### src/hw/bfws_pkg.sv
// Package for the bus fault and wake status register group
`default_nettype none
package bfws_pkg;
    localparam logic [6:0] ADDR_BUS_FAULT_A = 7'h44;
    localparam logic [6:0] ADDR_BUS_FAULT_B = 7'h45;
    localparam logic [6:0] ADDR_WAKE_A = 7'h46;
    localparam logic [6:0] ADDR_WAKE_B = 7'h47;
    localparam logic [6:0] ADDR_LEVEL = 7'h48;
    localparam logic [7:0] RESET_STATUS = 8'h00;
    // Field positions
    localparam int LIN1_LSB = 5;
    localparam int CAN_LSB = 1;
    localparam int CANUV_BIT = 0;
    localparam int LIN2_LSB = 1;
    localparam int REGMODE_BIT = 7;
    localparam int CANWK_BIT = 5;
    localparam int TMRWK_BIT = 4;
    localparam int HVWK_BIT = 0;
    localparam int LIN2WK_BIT = 1;
    localparam int LIN1WK_BIT = 0;
    localparam int DEVPIN_BIT = 7;
    localparam int ONE_BIT = 6;
    localparam int CFG_BIT = 5;
    localparam int HVLVL_BIT = 0;
    // Transmitter enable time
    localparam int TX_EN_TIME_NS = 8000;
    localparam int CLK_PERIOD_NS = 8;
    localparam int TX_EN_CYCLES = (TX_EN_TIME_NS + CLK_PERIOD_NS - 1)
        / CLK_PERIOD_NS;
    typedef enum logic [1:0] {
        FAULT_NONE = 2'h0,
        FAULT_THERMAL = 2'h1,
        FAULT_TXD_STUCK = 2'h2,
        FAULT_BUS_STUCK = 2'h3
    } bfws_fault_t;
    // Condition inputs from one transceiver
    typedef struct packed {
        logic thermal;
        logic txd_timeout;
        logic bus_timeout;
        logic txd_high;
        logic bus_recessive;
        logic wake_or_off;
    } bfws_xcvr_t;
    typedef enum logic [1:0] {
        CAN_OFF = 2'h0,
        CAN_NORMAL = 2'h1,
        CAN_RX_ONLY = 2'h3,
        CAN_WAKE = 2'h2
    } bfws_can_mode_t;
endpackage : bfws_pkg
`default_nettype wire

### src/hw/bfws_status.sv
// Bus fault and wake status register group with transmitter gating
// Contract
// - First LIN fault code at bits 6:5: none, thermal, txd stuck, bus stuck.
// - CAN fault code at bits 2:1 with same encoding.
// - CAN supply undervoltage sets bit 0 and disables CAN transmitter.
// - Reserved bits read zero, except the one reading one.
// - Txd stuck ends when txd high, or wake-capable or off; code also ends it on bus recessive.
// - Bus stuck ends when bus recessive, or wake-capable or off; code also ends it on txd high.
// - Supply undervoltage ends once supply back above threshold.
// - After recovery transmit resumes only after txd high for enable time.
// - CAN undervoltage monitor active in normal, rx-only, or wake after WUP.
// - Second LIN fault code at bits 2:1 of register 0x45.
// - Wake register 0x46: CAN bit 5, timer bit 4, hv input bit 0.
// - Wake register 0x47: second LIN bit 1, first LIN bit 0.
// - Bit 7 of 0x46 set on regulator automatic mode change.
// - Development pin level at bit 7 of level register.
// - Level register bit 6 always reads one.
// - Level register bit 5 mirrors the fail output configuration bit.
// - High-voltage wake input level at bit 0 of register 0x48.
// - Status registers clear on reset; second LIN code kept on restart.
// - First bus status register sits at address 0x44.
`default_nettype none
module bfws_status #(
    parameter int TX_EN_CYC = bfws_pkg::TX_EN_CYCLES
) (
    // Clock and reset
    input wire logic i_clk,
    input wire logic i_rstn,
    input wire logic i_restart,
    // Register access
    input wire logic [6:0] i_addr,
    input wire logic i_rd,
    input wire logic i_clr,
    output logic [7:0] o_rdata,
    // Transceiver conditions
    input wire bfws_pkg::bfws_xcvr_t i_can,
    input wire bfws_pkg::bfws_xcvr_t i_lin1,
    input wire bfws_pkg::bfws_xcvr_t i_lin2,
    input wire bfws_pkg::bfws_can_mode_t i_can_mode,
    input wire logic i_can_wup_seen,
    input wire logic i_can_supply_low,
    // Wake events
    input wire logic i_can_wake,
    input wire logic i_timer_wake,
    input wire logic i_hv_wake,
    input wire logic i_lin1_wake,
    input wire logic i_lin2_wake,
    input wire logic i_regulator_mode_change,
    // Pin levels and configuration
    input wire logic i_dev_mode_pin,
    input wire logic i_hv_wake_input,
    input wire logic i_fail_output_config_bit,
    // Transmitter enables and flags
    output logic o_can_tx_en,
    output logic o_lin1_tx_en,
    output logic o_lin2_tx_en,
    output logic o_thermal_shutdown_one_flag
);
    localparam int CW = $clog2(TX_EN_CYC + 1);
    // Pin synchronisers, status flags and transmitter gating state
    logic [1:0] s1_reg, s1_next, s2_reg, s2_next;
    logic [1:0] bfa_lin1_reg, bfa_lin1_next, bfa_can_reg, bfa_can_next;
    logic canuv_reg, canuv_next, lin2_rst_hold;
    logic [1:0] lin2_reg, lin2_next;
    logic [7:0] wka_reg, wka_next, wkb_reg, wkb_next;
    logic [7:0] rdata_reg, rdata_next;
    logic tsd_reg, tsd_next;
    logic [2:0] act_reg, act_next;
    logic [CW-1:0] cnt_reg [3];
    logic [CW-1:0] cnt_next [3];
    logic [2:0] en_reg, en_next;
    logic uv_mon;
    bfws_pkg::bfws_xcvr_t x [3];
    logic [2:0] clr_hit, ok;
    logic [7:0] bfa, bfb, lvl;

    assign x[0] = i_can;
    assign x[1] = i_lin1;
    assign x[2] = i_lin2;
    assign lin2_rst_hold = i_restart;

    function automatic logic [1:0] fault_code(
        input bfws_pkg::bfws_xcvr_t c,
        input logic [1:0] cur
    );
        logic [1:0] r;
        r = cur;
        if (c.thermal) begin
            r = bfws_pkg::FAULT_THERMAL;
        end else if (c.bus_timeout) begin
            r = bfws_pkg::FAULT_BUS_STUCK;
        end else if (c.txd_timeout) begin
            r = bfws_pkg::FAULT_TXD_STUCK;
        end
        return r;
    endfunction : fault_code

    always_comb begin
        uv_mon = (i_can_mode == bfws_pkg::CAN_NORMAL)
            || (i_can_mode == bfws_pkg::CAN_RX_ONLY)
            || (i_can_mode == bfws_pkg::CAN_WAKE && i_can_wup_seen);
        s1_next = {i_dev_mode_pin, i_hv_wake_input};
        s2_next = s1_reg;
        clr_hit[0] = i_clr && i_addr == bfws_pkg::ADDR_BUS_FAULT_A;
        clr_hit[1] = i_clr && i_addr == bfws_pkg::ADDR_BUS_FAULT_B;
        clr_hit[2] = i_clr && (i_addr == bfws_pkg::ADDR_WAKE_A
            || i_addr == bfws_pkg::ADDR_WAKE_B);
        // Set wins over clear; flags hold until cleared
        bfa_lin1_next = fault_code(i_lin1, clr_hit[0] ? 2'h0 : bfa_lin1_reg);
        bfa_can_next = fault_code(i_can, clr_hit[0] ? 2'h0 : bfa_can_reg);
        canuv_next = (uv_mon && i_can_supply_low) || (!clr_hit[0] && canuv_reg);
        lin2_next = fault_code(i_lin2, clr_hit[1] ? 2'h0 : lin2_reg);
        tsd_next = i_can.thermal || i_lin1.thermal || i_lin2.thermal
            || tsd_reg;
        wka_next = clr_hit[2] && i_addr == bfws_pkg::ADDR_WAKE_A
            ? 8'h00 : wka_reg;
        wkb_next = clr_hit[2] && i_addr == bfws_pkg::ADDR_WAKE_B
            ? 8'h00 : wkb_reg;
        wka_next[bfws_pkg::REGMODE_BIT] = wka_next[bfws_pkg::REGMODE_BIT]
            | i_regulator_mode_change;
        wka_next[bfws_pkg::CANWK_BIT] = wka_next[bfws_pkg::CANWK_BIT]
            | i_can_wake;
        wka_next[bfws_pkg::TMRWK_BIT] = wka_next[bfws_pkg::TMRWK_BIT]
            | i_timer_wake;
        wka_next[bfws_pkg::HVWK_BIT] = wka_next[bfws_pkg::HVWK_BIT]
            | i_hv_wake;
        wkb_next[bfws_pkg::LIN2WK_BIT] = wkb_next[bfws_pkg::LIN2WK_BIT]
            | i_lin2_wake;
        wkb_next[bfws_pkg::LIN1WK_BIT] = wkb_next[bfws_pkg::LIN1WK_BIT]
            | i_lin1_wake;
        bfa = 8'h00;
        bfa[bfws_pkg::LIN1_LSB +: 2] = bfa_lin1_reg;
        bfa[bfws_pkg::CAN_LSB +: 2] = bfa_can_reg;
        bfa[bfws_pkg::CANUV_BIT] = canuv_reg;
        bfb = 8'h00;
        bfb[bfws_pkg::LIN2_LSB +: 2] = lin2_reg;
        lvl = 8'h00;
        lvl[bfws_pkg::DEVPIN_BIT] = s2_reg[1];
        lvl[bfws_pkg::ONE_BIT] = 1'b1;
        lvl[bfws_pkg::CFG_BIT] = i_fail_output_config_bit;
        lvl[bfws_pkg::HVLVL_BIT] = s2_reg[0];
        rdata_next = rdata_reg;
        if (i_rd) begin
            case (i_addr)
                bfws_pkg::ADDR_BUS_FAULT_A: rdata_next = bfa;
                bfws_pkg::ADDR_BUS_FAULT_B: rdata_next = bfb;
                bfws_pkg::ADDR_WAKE_A: rdata_next = wka_reg & 8'hB1;
                bfws_pkg::ADDR_WAKE_B: rdata_next = wkb_reg & 8'h03;
                bfws_pkg::ADDR_LEVEL: rdata_next = lvl;
                default: rdata_next = 8'h00;
            endcase
        end
    end

    // Live fault tracking and transmitter re-enable per transceiver
    always_comb begin
        for (int i = 0; i < 3; i++) begin
            act_next[i] = act_reg[i];
            if (x[i].thermal || x[i].txd_timeout || x[i].bus_timeout) begin
                act_next[i] = 1'b1;
            end else if (x[i].wake_or_off
                || x[i].txd_high || x[i].bus_recessive) begin
                act_next[i] = 1'b0;
            end
            // Enable drops the cycle after any fault shows, not after latch
            ok[i] = !act_reg[i] && !x[i].thermal
                && !x[i].txd_timeout && !x[i].bus_timeout;
            if (i == 0) begin
                ok[i] = ok[i] && !(uv_mon && i_can_supply_low);
            end
            cnt_next[i] = cnt_reg[i];
            en_next[i] = en_reg[i];
            if (!ok[i] || !x[i].txd_high) begin
                cnt_next[i] = '0;
                if (!ok[i]) begin
                    en_next[i] = 1'b0;
                end
            end else if (!en_reg[i]) begin
                if (cnt_reg[i] >= CW'(TX_EN_CYC - 1)) begin
                    en_next[i] = 1'b1;
                end else begin
                    cnt_next[i] = cnt_reg[i] + CW'(1);
                end
            end
        end
    end

    always_ff @(posedge i_clk) begin
        s1_reg <= s1_next;
        s2_reg <= s2_next;
        if (!i_rstn) begin
            bfa_lin1_reg <= bfws_pkg::RESET_STATUS[1:0];
            bfa_can_reg <= bfws_pkg::RESET_STATUS[1:0];
            canuv_reg <= 1'b0;
            wka_reg <= bfws_pkg::RESET_STATUS;
            wkb_reg <= bfws_pkg::RESET_STATUS;
            tsd_reg <= 1'b0;
            rdata_reg <= 8'h00;
            act_reg <= 3'h0;
            en_reg <= 3'h0;
            for (int i = 0; i < 3; i++) begin
                cnt_reg[i] <= '0;
            end
        end else begin
            bfa_lin1_reg <= bfa_lin1_next;
            bfa_can_reg <= bfa_can_next;
            canuv_reg <= canuv_next;
            wka_reg <= wka_next;
            wkb_reg <= wkb_next;
            tsd_reg <= tsd_next;
            rdata_reg <= rdata_next;
            act_reg <= act_next;
            en_reg <= en_next;
            cnt_reg <= cnt_next;
        end
        // Second LIN code survives a restart reset
        if (!i_rstn && !lin2_rst_hold) begin
            lin2_reg <= 2'h0;
        end else if (i_rstn) begin
            lin2_reg <= lin2_next;
        end
    end

    assign o_rdata = rdata_reg;
    assign o_can_tx_en = en_reg[0];
    assign o_lin1_tx_en = en_reg[1];
    assign o_lin2_tx_en = en_reg[2];
    assign o_thermal_shutdown_one_flag = tsd_reg;
endmodule : bfws_status
`default_nettype wire

### config.mk
export PLATFORM = sky130hd
export DESIGN_NAME = bfws_status
export DESIGN_NICKNAME = d
export VERILOG_FILES = /design/src/hw/bfws_pkg.sv /design/src/hw/bfws_status.sv
export SDC_FILE = /design/constraint.sdc
export NUM_CORES = 1
export LEC_CHECK = 0
export BUFFER_PORTS_ARGS = -buffer_cell sky130_fd_sc_hd__buf_4
export CAP_MARGIN = 20
export CORE_MARGIN = 4
export CORE_UTILIZATION = 40
export CTS_BUF_LIST = sky130_fd_sc_hd__clkbuf_4
export DETAILED_ROUTE_END_ITERATION = 8
export SLEW_MARGIN = 20
export SYNTH_ARGS = -nofsm -noshare
export SYNTH_HDL_FRONTEND = slang
export SYNTH_SLANG_ARGS = --single-unit
### constraint.sdc
create_clock -name i_clk -period 5.3 [get_ports i_clk]
set_clock_uncertainty 0.05 [all_clocks]
set_input_delay 1.06 -clock i_clk [delete_from_list [all_inputs] [get_ports i_clk]]
set_output_delay 1.06 -clock i_clk [all_outputs]
set_load 0.02 [all_outputs]
Word level (Yosys, flattened, before mapping)
Index checks and enable logic that the tools add are counted.
Storage, ports and cells
  bits in registers: 62
  latch bits: 0
  memory bits (writable): 0
  bits in read-only memories: 0
  bits of input ports: 43
  output and inout bits: 12
  logic and storage cells: 163
  memories: 0
Operators by class
  $add $sub $neg: 3
  multiply operators: 0
  div/mod/pow operators: 0
  $lt $le $gt $ge: 3
  equality and inequality tests: 11
  shifts and indexed selects: 0
  multiplexer cells: 32
  bitwise operators: 13
  reductions and logical operators: 80
Operator list (count)
  $pmux 8 s5: 1
  $eq 7x7->1 const B: 5
  $add 10x1->10 const B: 3
  $ge 10x10->1 const B: 3
  $logic_not 1->1: 22
  $logic_or 1x1->1: 22
  $mux 1: 20
  $mux 2: 10
  $logic_and 1x1->1: 19
  $reduce_bool 4->1: 3
  $reduce_or 2->1: 5
  $mux 8: 1
  $reduce_and 2->1: 4
  $not 1->1: 7
  $ne 2x2->1 const B: 3
  $or 1x1->1: 6
  $reduce_bool 2->1: 3
  $reduce_bool 3->1: 2
  $eq 2x2->1 const B: 2
  $eq 2x1->1 const B: 1

Depth between registers and ports, before layout
Gate-level depths: netlist of the first run.
  depth in word-level cells: 9
  gate-level depth with buffers: 6
  mapped depth without buffers: 5

Worst setup path before layout of the first run
No wires, ideal clock.
  path type: input -> register
  start point: input port i_rstn
  end point: register cnt_reg[2] (netlist name)
  arrival time: 2.378 ns
  slack: 2.813 ns
  cell stages on the path: 6
  path buffers: 2
  cell sequence: buf_4 > or4b_4 > or3b_4 > buf_6 > nor2_4 > a31o_1
On the way
  word-level cells in the longest chain between the ends: 2
Ends and longest elaborated chain
  start, declared: line bfws_status.sv:28  | input wire logic i_rstn,
  $not 1->1 (no line)
  $reduce_or 2->1 (no line)
  end signal, assigned: line bfws_status.sv:214  | cnt_reg <= cnt_next;
  end, declared: line bfws_status.sv:69  | logic [CW-1:0] cnt_reg [3];
Every way passes these cells.
A chain may end at the register's enable or synchronous reset.

Worst setup path after layout of the first run
Ends and elaborated chain as after synthesis.

==> results_dict.tcl, run 1 <==
set metrics [dict create \
    status "completed" \
    drtIter0Drc 128 \
    layout_min_cycle_time_ns 2.37 \
    multi_input_area_mm2 0.00147 \
    grt_pass1_vias 2345 \
    leakage_uw 0.00130 \
    fp.dieH_um 91.5 \
    finalNetCount 396 \
    max_freq_mhz 422 \
    htree_num_levels 3 \
    critical_path_class "in -> reg" \
    slew_headroom_pct 54.3 \
    synthTopCellsByCount "dfxtp_1 (61), nor2_1 (18), o21ai_0 (17), a21oi_1 (16)" \
    clock_tree.buffer_depth 2 \
    drc 0 \
    hold_path_end "s2_reg[1]$_DFF_P_" \
    port_buffers 53 \
    nFillCells 629 \
    post_cts_buffers 0 \
    ctsResizeCount 0 \
    num_vias 2448 \
    setup_viol 0 \
    cts_tree "yes" \
    start_util_pct 41.0 \
    wl_um 6310 \
    place_area_mm2 0.00325 \
    grt_pass1_wl_um 11000 \
    first_pass_iters 4 \
    ys.flop_type "dfxtp_1" \
    critPathRequiredTime_ns 5.60 \
    final_area_mm2 0.00340 \
    area_delta_synth_final_pct 22.1 \
    p_per_area_mw_per_mm2 267 \
    seq_area_mm2 0.00122 \
    fin_setup_tns_ns 0 \
    yosys_register_bits 61 \
    rows 30 \
    tightest_slew_ns 0.684 \
    min_from "s1_reg[1]$_DFF_P_" \
    track_usage_pct 16.2 \
    cts.reportedPaths.clkPinSlew_ns 0.11 \
    yosysMostFrequentCell "dfxtp_1" \
    cts_made_buffers 9 \
    endpoint_kind "register" \
    diodes 0 \
    ff2ff_path_depth 5 \
    largest_register_ffs 30 \
    ios 55 \
    ys_types 63 \
    netlist_instances 298 \
    hold_depth 0 \
    clk_latency_ns 0.40 \
    max-vdd-ir-drop_uv 155 \
    place_congestion 0.826 \
    netlist_area_mm2 0.00279 \
    syn-num-nets 344 \
    slew_viol_final 0 \
    maxCapViolCount 0 \
    drive_above_1_share_pct 22.8 \
    wire_per_inst_um 14.0 \
    rsz0062_at_grt "no" \
    syn_avg_cell_area_um2 9.35 \
    min_period_over_period_pct 44.7 \
    yosys_warnings 0 \
    yosysSeqAreaShare_pct 43.8 \
    postCtsHoldBufs 0 \
    synth_area_leaders "dfxtp_1 (44%), o21ai_0 (3.1%), a21oi_1 (2.9%)" \
    synth-edff-count 0 \
    synth_async_sr_flop_share_pct 0 \
    startpoint_type "primary input" \
    dieArea_mm2 0.00837 \
    regToRegSetupSlack_ns 3.30 \
    viasPerCell 5.43 \
    die_x_um 91.5 \
    hold_viol_final 0 \
    drtAntennaViolNets 0 \
    r2r_end "cnt_reg[17]$_SDFFE_PP0P_" \
    reg2reg_from "cnt_reg[10]$_SDFFE_PP0P_" \
    core_area_mm2 0.00679 \
    setup_ws_ns 2.93 \
    clock-sinks 61 \
    post-dp-hpwl_um 4550 \
    cp.arrival_ns 2.67 \
    dp_slack_ns 2.50 \
    cts-root-buf "clkbuf_4" \
    grt_max_degree 30 \
    crit_path_max_fanout 29 \
    yosysTopAreaCellShare_pct 43.8 \
    grt_overflow_total 0 \
    yosysTopAreaCell "dfxtp_1" \
    antenna_found_initial 0 \
    hp-class "reg -> reg" \
]
==> worst max-delay path: stages <==
cell and delay, ns:
buf_4 0.25, or4b_4 0.51, or3b_4 0.50, a211oi_1 0.23, a31o_1 0.12
==> worst max path at each step <==
stage,start,endpoint,slack [ns],cells past startpoint
5_1_grt,i_addr[5],bfa_can_reg[0]$_SDFFE_PN0P_,2.85,5
2_1_floorplan,i_rstn,cnt_reg[2]$_SDFFE_PP0P_,2.81,6
3_3_place_gp,i_rstn,cnt_reg[2]$_SDFFE_PP0P_,2.53,5
3_5_place_dp,i_rstn,cnt_reg[2]$_SDFFE_PP0P_,2.50,5
4_1_cts,i_rstn,cnt_reg[2]$_SDFFE_PP0P_,2.94,5
6_report,i_rstn,cnt_reg[2]$_SDFFE_PP0P_,2.93,5
==> power by group <==
group | internal, uW | switching (uW)
Combinational | 37.4 | 31.0
Sequential | 470 | 6.67
Clock | 189 | 176
Total | 696 | 214
==> cells in the final DEF (no fill, tap or decap), drive strengths merged, types with 5 or more instances in the layout <==
| cell | Yosys | layout |
|---|---|---|
| inv | 10 | 10 |
| buf | 3 | 53 |
| nand2 | 13 | 13 |
| nand4 | 5 | 5 |
| a21oi | 16 | 16 |
| a211o | 5 | 5 |
| o21a | 6 | 6 |
| nor2 | 19 | 19 |
| nand2b | 5 | 5 |
| mux2i | 6 | 6 |
| nor2b | 6 | 6 |
| a31oi | 6 | 6 |
| o21ai | 17 | 17 |
| or3 | 9 | 9 |
| nand3 | 13 | 13 |
| dfxtp | 61 | 61 |
| clkbuf | 9 | 9 |
==> metrics by stage <==
step	power [uW]	instances	hold WS, ns	util, %
floorplan	518	298	0.260	-
global placement	555	435	0.265	47.8
detailed placement	556	435	0.265	47.8
CTS	923	451	0.292	50.1
global route	950	451	0.297	50.1
finish	910	451	0.289	50.1
==> area by class of cell <==
type                    count  share of cell area, %
clock buffers               9                   1.99
clock inverters             7                   2.65
inverters                  10                   1.10
multi-input cells         215                   43.2
flip-flops and latches     61                   35.9
well taps                  96                   3.53
repair buffers             53                   11.7
==> kinds of logic (layout without fill, tap and decap cells) <==
kind of cell / count (synthesis) / after routing / synth area share, %
AND/OR/NAND/NOR: 105 / 105 / 22.8
multiplexers: 7 / 7 / 2.56
adder cells (fa/ha/maj): 3 / 3 / 1.35
buffers and inverters: 22 / 79 / 3.50
XOR/XNOR: 8 / 8 / 2.51
other: 1 / 1 / 0.135
flip-flops: 61 / 61 / 43.8
AO/OA/AOI/OAI: 91 / 91 / 23.3
==> routing by layer <==
layer	up-vias	track usage, %	share of wire [%]
met5	-	0	0
met2	72	25.1	46
met1	1126	20.4	46
li1	1239	-	-
met3	11	6.30	6.6
met4	0	5.40	1.4
(Power assumes the default switching activity.)
==> run 2, diff against run 1 <==
ABC_AREA = 1   (was default)
clock period = 2.3 ns   (was 5.3 ns; I/O delays follow)
==> results_dict.tcl, run 2 <==
set metrics [dict create \
    drc 0 \
    ios 55 \
    viasPerCell 4.67 \
    critPathLaunch "cnt_reg[20]$_SDFFE_PP0P_" \
    cp.arrival_ns 1.98 \
    endpoint_kind "register" \
    cts.reportedPaths.clkPinSlew_ns 0.10 \
    clock-sinks 61 \
    final_area_mm2 0.00342 \
    max-vdd-ir-drop_uv 374 \
    p_per_area_mw_per_mm2 573 \
    max_stage_delay_ns 0.38 \
    yosysMostFrequentCell "nand2_1" \
    htree_num_levels 3 \
    final_common_cell "nand2_1" \
    finalNetCount 493 \
    syn_avg_cell_area_um2 7.23 \
    post-dp-hpwl_um 4540 \
    start_util_pct 41.3 \
    cts_made_buffers 9 \
    post_cts_buffers 0 \
    grt_pass1_vias 2341 \
    core_area_mm2 0.00683 \
    rsz0062_at_grt "no" \
    first_pass_iters 4 \
    num_vias 2554 \
    hold_viol_final 0 \
    synth-compound-area-share_pct 12.0 \
    area_delta_synth_final_pct 21.2 \
    r2r_end "cnt_reg[25]$_SDFFE_PP0P_" \
    maxCapViolCount 0 \
    track_usage_pct 15.2 \
    synth_async_sr_flop_share_pct 0 \
    largest_register_ffs 30 \
    yosys_register_bits 61 \
    setup_viol 0 \
    multi_input_area_mm2 0.00139 \
    fin_util_pct 50.0 \
    power_frac_clock_pct 37.1 \
    slew_viol_final 0 \
    netlist_instances 390 \
    seq_area_mm2 0.00122 \
    final_cell_mix "nand2_1 (85), dfxtp_1 (61), buf_4 (53), nor2_1 (45), a21oi_1 (43)" \
    clock_tree.buffer_depth 2 \
    crit_path_max_fanout 12 \
    internal_power_uw 1510 \
    cts_tree "yes" \
    leakage_uw 0.00137 \
    synthAdderAreaFrac_pct 1.33 \
    grt_overflow_total 0 \
    p_comb_share_pct 7.0 \
    synth-edff-count 0 \
    drtAntennaViolNets 0 \
    path_cells "ha_1 > nand2_1 > nand3_1 > nand3_1 > nand2_1 > inv_1 > nand2_1 > nand2_1 > a21oi_1" \
    rows 30 \
    ys.flop_type "dfxtp_1" \
    postCtsHoldBufs 0 \
    clk_latency_ns 0.40 \
    drtIter0Drc 92 \
    place_congestion 0.788 \
    synth_top_family_by_area "simple AND/OR/NAND/NOR gates" \
    antenna_found_initial 0 \
    grt_pass1_wl_um 10300 \
    ys_types 31 \
    p_sw_share_pct 23.1 \
    switching_power_uw 452 \
    path_common_cell "nand2_1" \
    startpoint_type "register" \
    synthTopCellsByCount "nand2_1 (85), dfxtp_1 (61), nor2_1 (45), a21oi_1 (43), inv_1 (41)" \
    power_frac_seq_pct 55.9 \
    nFillCells 721 \
    timing.critical_path.to "cnt_reg[25]$_SDFFE_PP0P_" \
    ff2ff_path_depth 9 \
    netlist_area_mm2 0.00282 \
    wire_per_inst_um 11.1 \
    critPathRequiredTime_ns 2.58 \
    ctsResizeCount 0 \
    hp-class "in -> reg" \
    port_buffers 53 \
    muxShareOfSynthArea_pct 0 \
    place_area_mm2 0.00329 \
    yosys.area_share.simple_pct 33.7 \
    wl_um 6080 \
    yosysTopAreaCell "dfxtp_1" \
    dieArea_mm2 0.00846 \
    critical_path_class "reg -> reg" \
    drive_above_1_share_pct 19.1 \
    synth_area_leaders "dfxtp_1 (43%), nand2_1 (11%), a21oi_1 (7.6%)" \
    fp.dieH_um 92.0 \
    yosys_warnings 0 \
    crit_slowest_cell "dfxtp_1" \
    yosysSeqAreaShare_pct 43.3 \
    diodes 0 \
    die_x_um 92.0 \
    max_freq_mhz 588 \
    grt_max_degree 26 \
    layout_min_cycle_time_ns 1.70 \
    status "completed" \
    synthXorXnorAreaFrac_pct 2.17 \
    yosysTopAreaCellShare_pct 43.3 \
    min_period_over_period_pct 74.0 \
    cts-root-buf "clkbuf_4" \
    syn-num-nets 436 \
    reg2reg_from "cnt_reg[20]$_SDFFE_PP0P_" \
    fin_setup_tns_ns 0 \
    regToRegSetupSlack_ns 0.60 \
]
==> run 2: logic make-up (layout without fill, tap and decap cells) <==
| kind of cell | count (synthesis) | count (layout) |
|---|---|---|
| AND/OR/NAND/NOR | 204 | 204 |
| AO/OA/AOI/OAI | 64 | 64 |
| flip-flops | 61 | 61 |
| buffers and inverters | 50 | 111 |
| XOR/XNOR | 7 | 7 |
| adder cells (fa/ha/maj) | 3 | 3 |
| other | 1 | 1 |
==> run 2: how the worst min path moves through the flow <==
stage	from	end	slack, ns	cells past startpoint
6_report	i_hv_wake_input	s1_reg[0]$_DFF_P_	0.11	1
5_1_grt	i_hv_wake_input	s1_reg[0]$_DFF_P_	0.06	1
4_1_cts	i_hv_wake_input	s1_reg[0]$_DFF_P_	0.07	1
3_5_place_dp	s1_reg[1]$_DFF_P_	s2_reg[1]$_DFF_P_	0.27	0
3_3_place_gp	s1_reg[0]$_DFF_P_	s2_reg[0]$_DFF_P_	0.26	0
2_1_floorplan	s1_reg[0]$_DFF_P_	s2_reg[0]$_DFF_P_	0.26	0
==> run 2: power groups by stage <==
stage          registers (uW)  clock network (uW)  logic (uW)
2_1_floorplan            1120                   0        58.9
3_3_place_gp             1120                   0         136
3_5_place_dp             1120                   0         138
4_1_cts                  1100                 752         138
5_1_grt                  1100                 796         153
6_report                 1100                 727         137
==> run 2: per-layer routing <==
layer	wire (um)	GRT usage, %
met4	63	4.46
met3	383	6.81
met1	2850	18.1
met5	0	0
met2	2790	24.5
==> run 2: layout make-up <==
cell class,count,share of cell area [%]
Multi-Input combinational cell,279,40.7
Sequential cell,61,35.7
Timing Repair Buffer,53,11.6
Inverter,43,4.72
Tap cell,96,3.51
Clock buffer,12,2.64
Clock inverter,3,1.10
==> run 2: through the flow <==
stage                     power (uW)  setup slack (ns)  instances  hold slack (ns)
after floorplan                 1180             0.918        390            0.260
after global placement          1260             0.609        532            0.261
after detailed placement        1260             0.580        532            0.266
after CTS                       1990             0.596        547           0.0705
after global routing            2050             0.411        547           0.0605
final                           1960             0.598        547            0.107
==> run 2: worst max-delay path, delay by kind of cell, from the launching register on <==
family,cells,cell delay [ns]
and+or+nand+nor,6,0.62
DFF,1,0.38
buffers and inverters,1,0.22
AOI/OAI and AO/OA,1,0.11
adders and majority gates,1,0.25
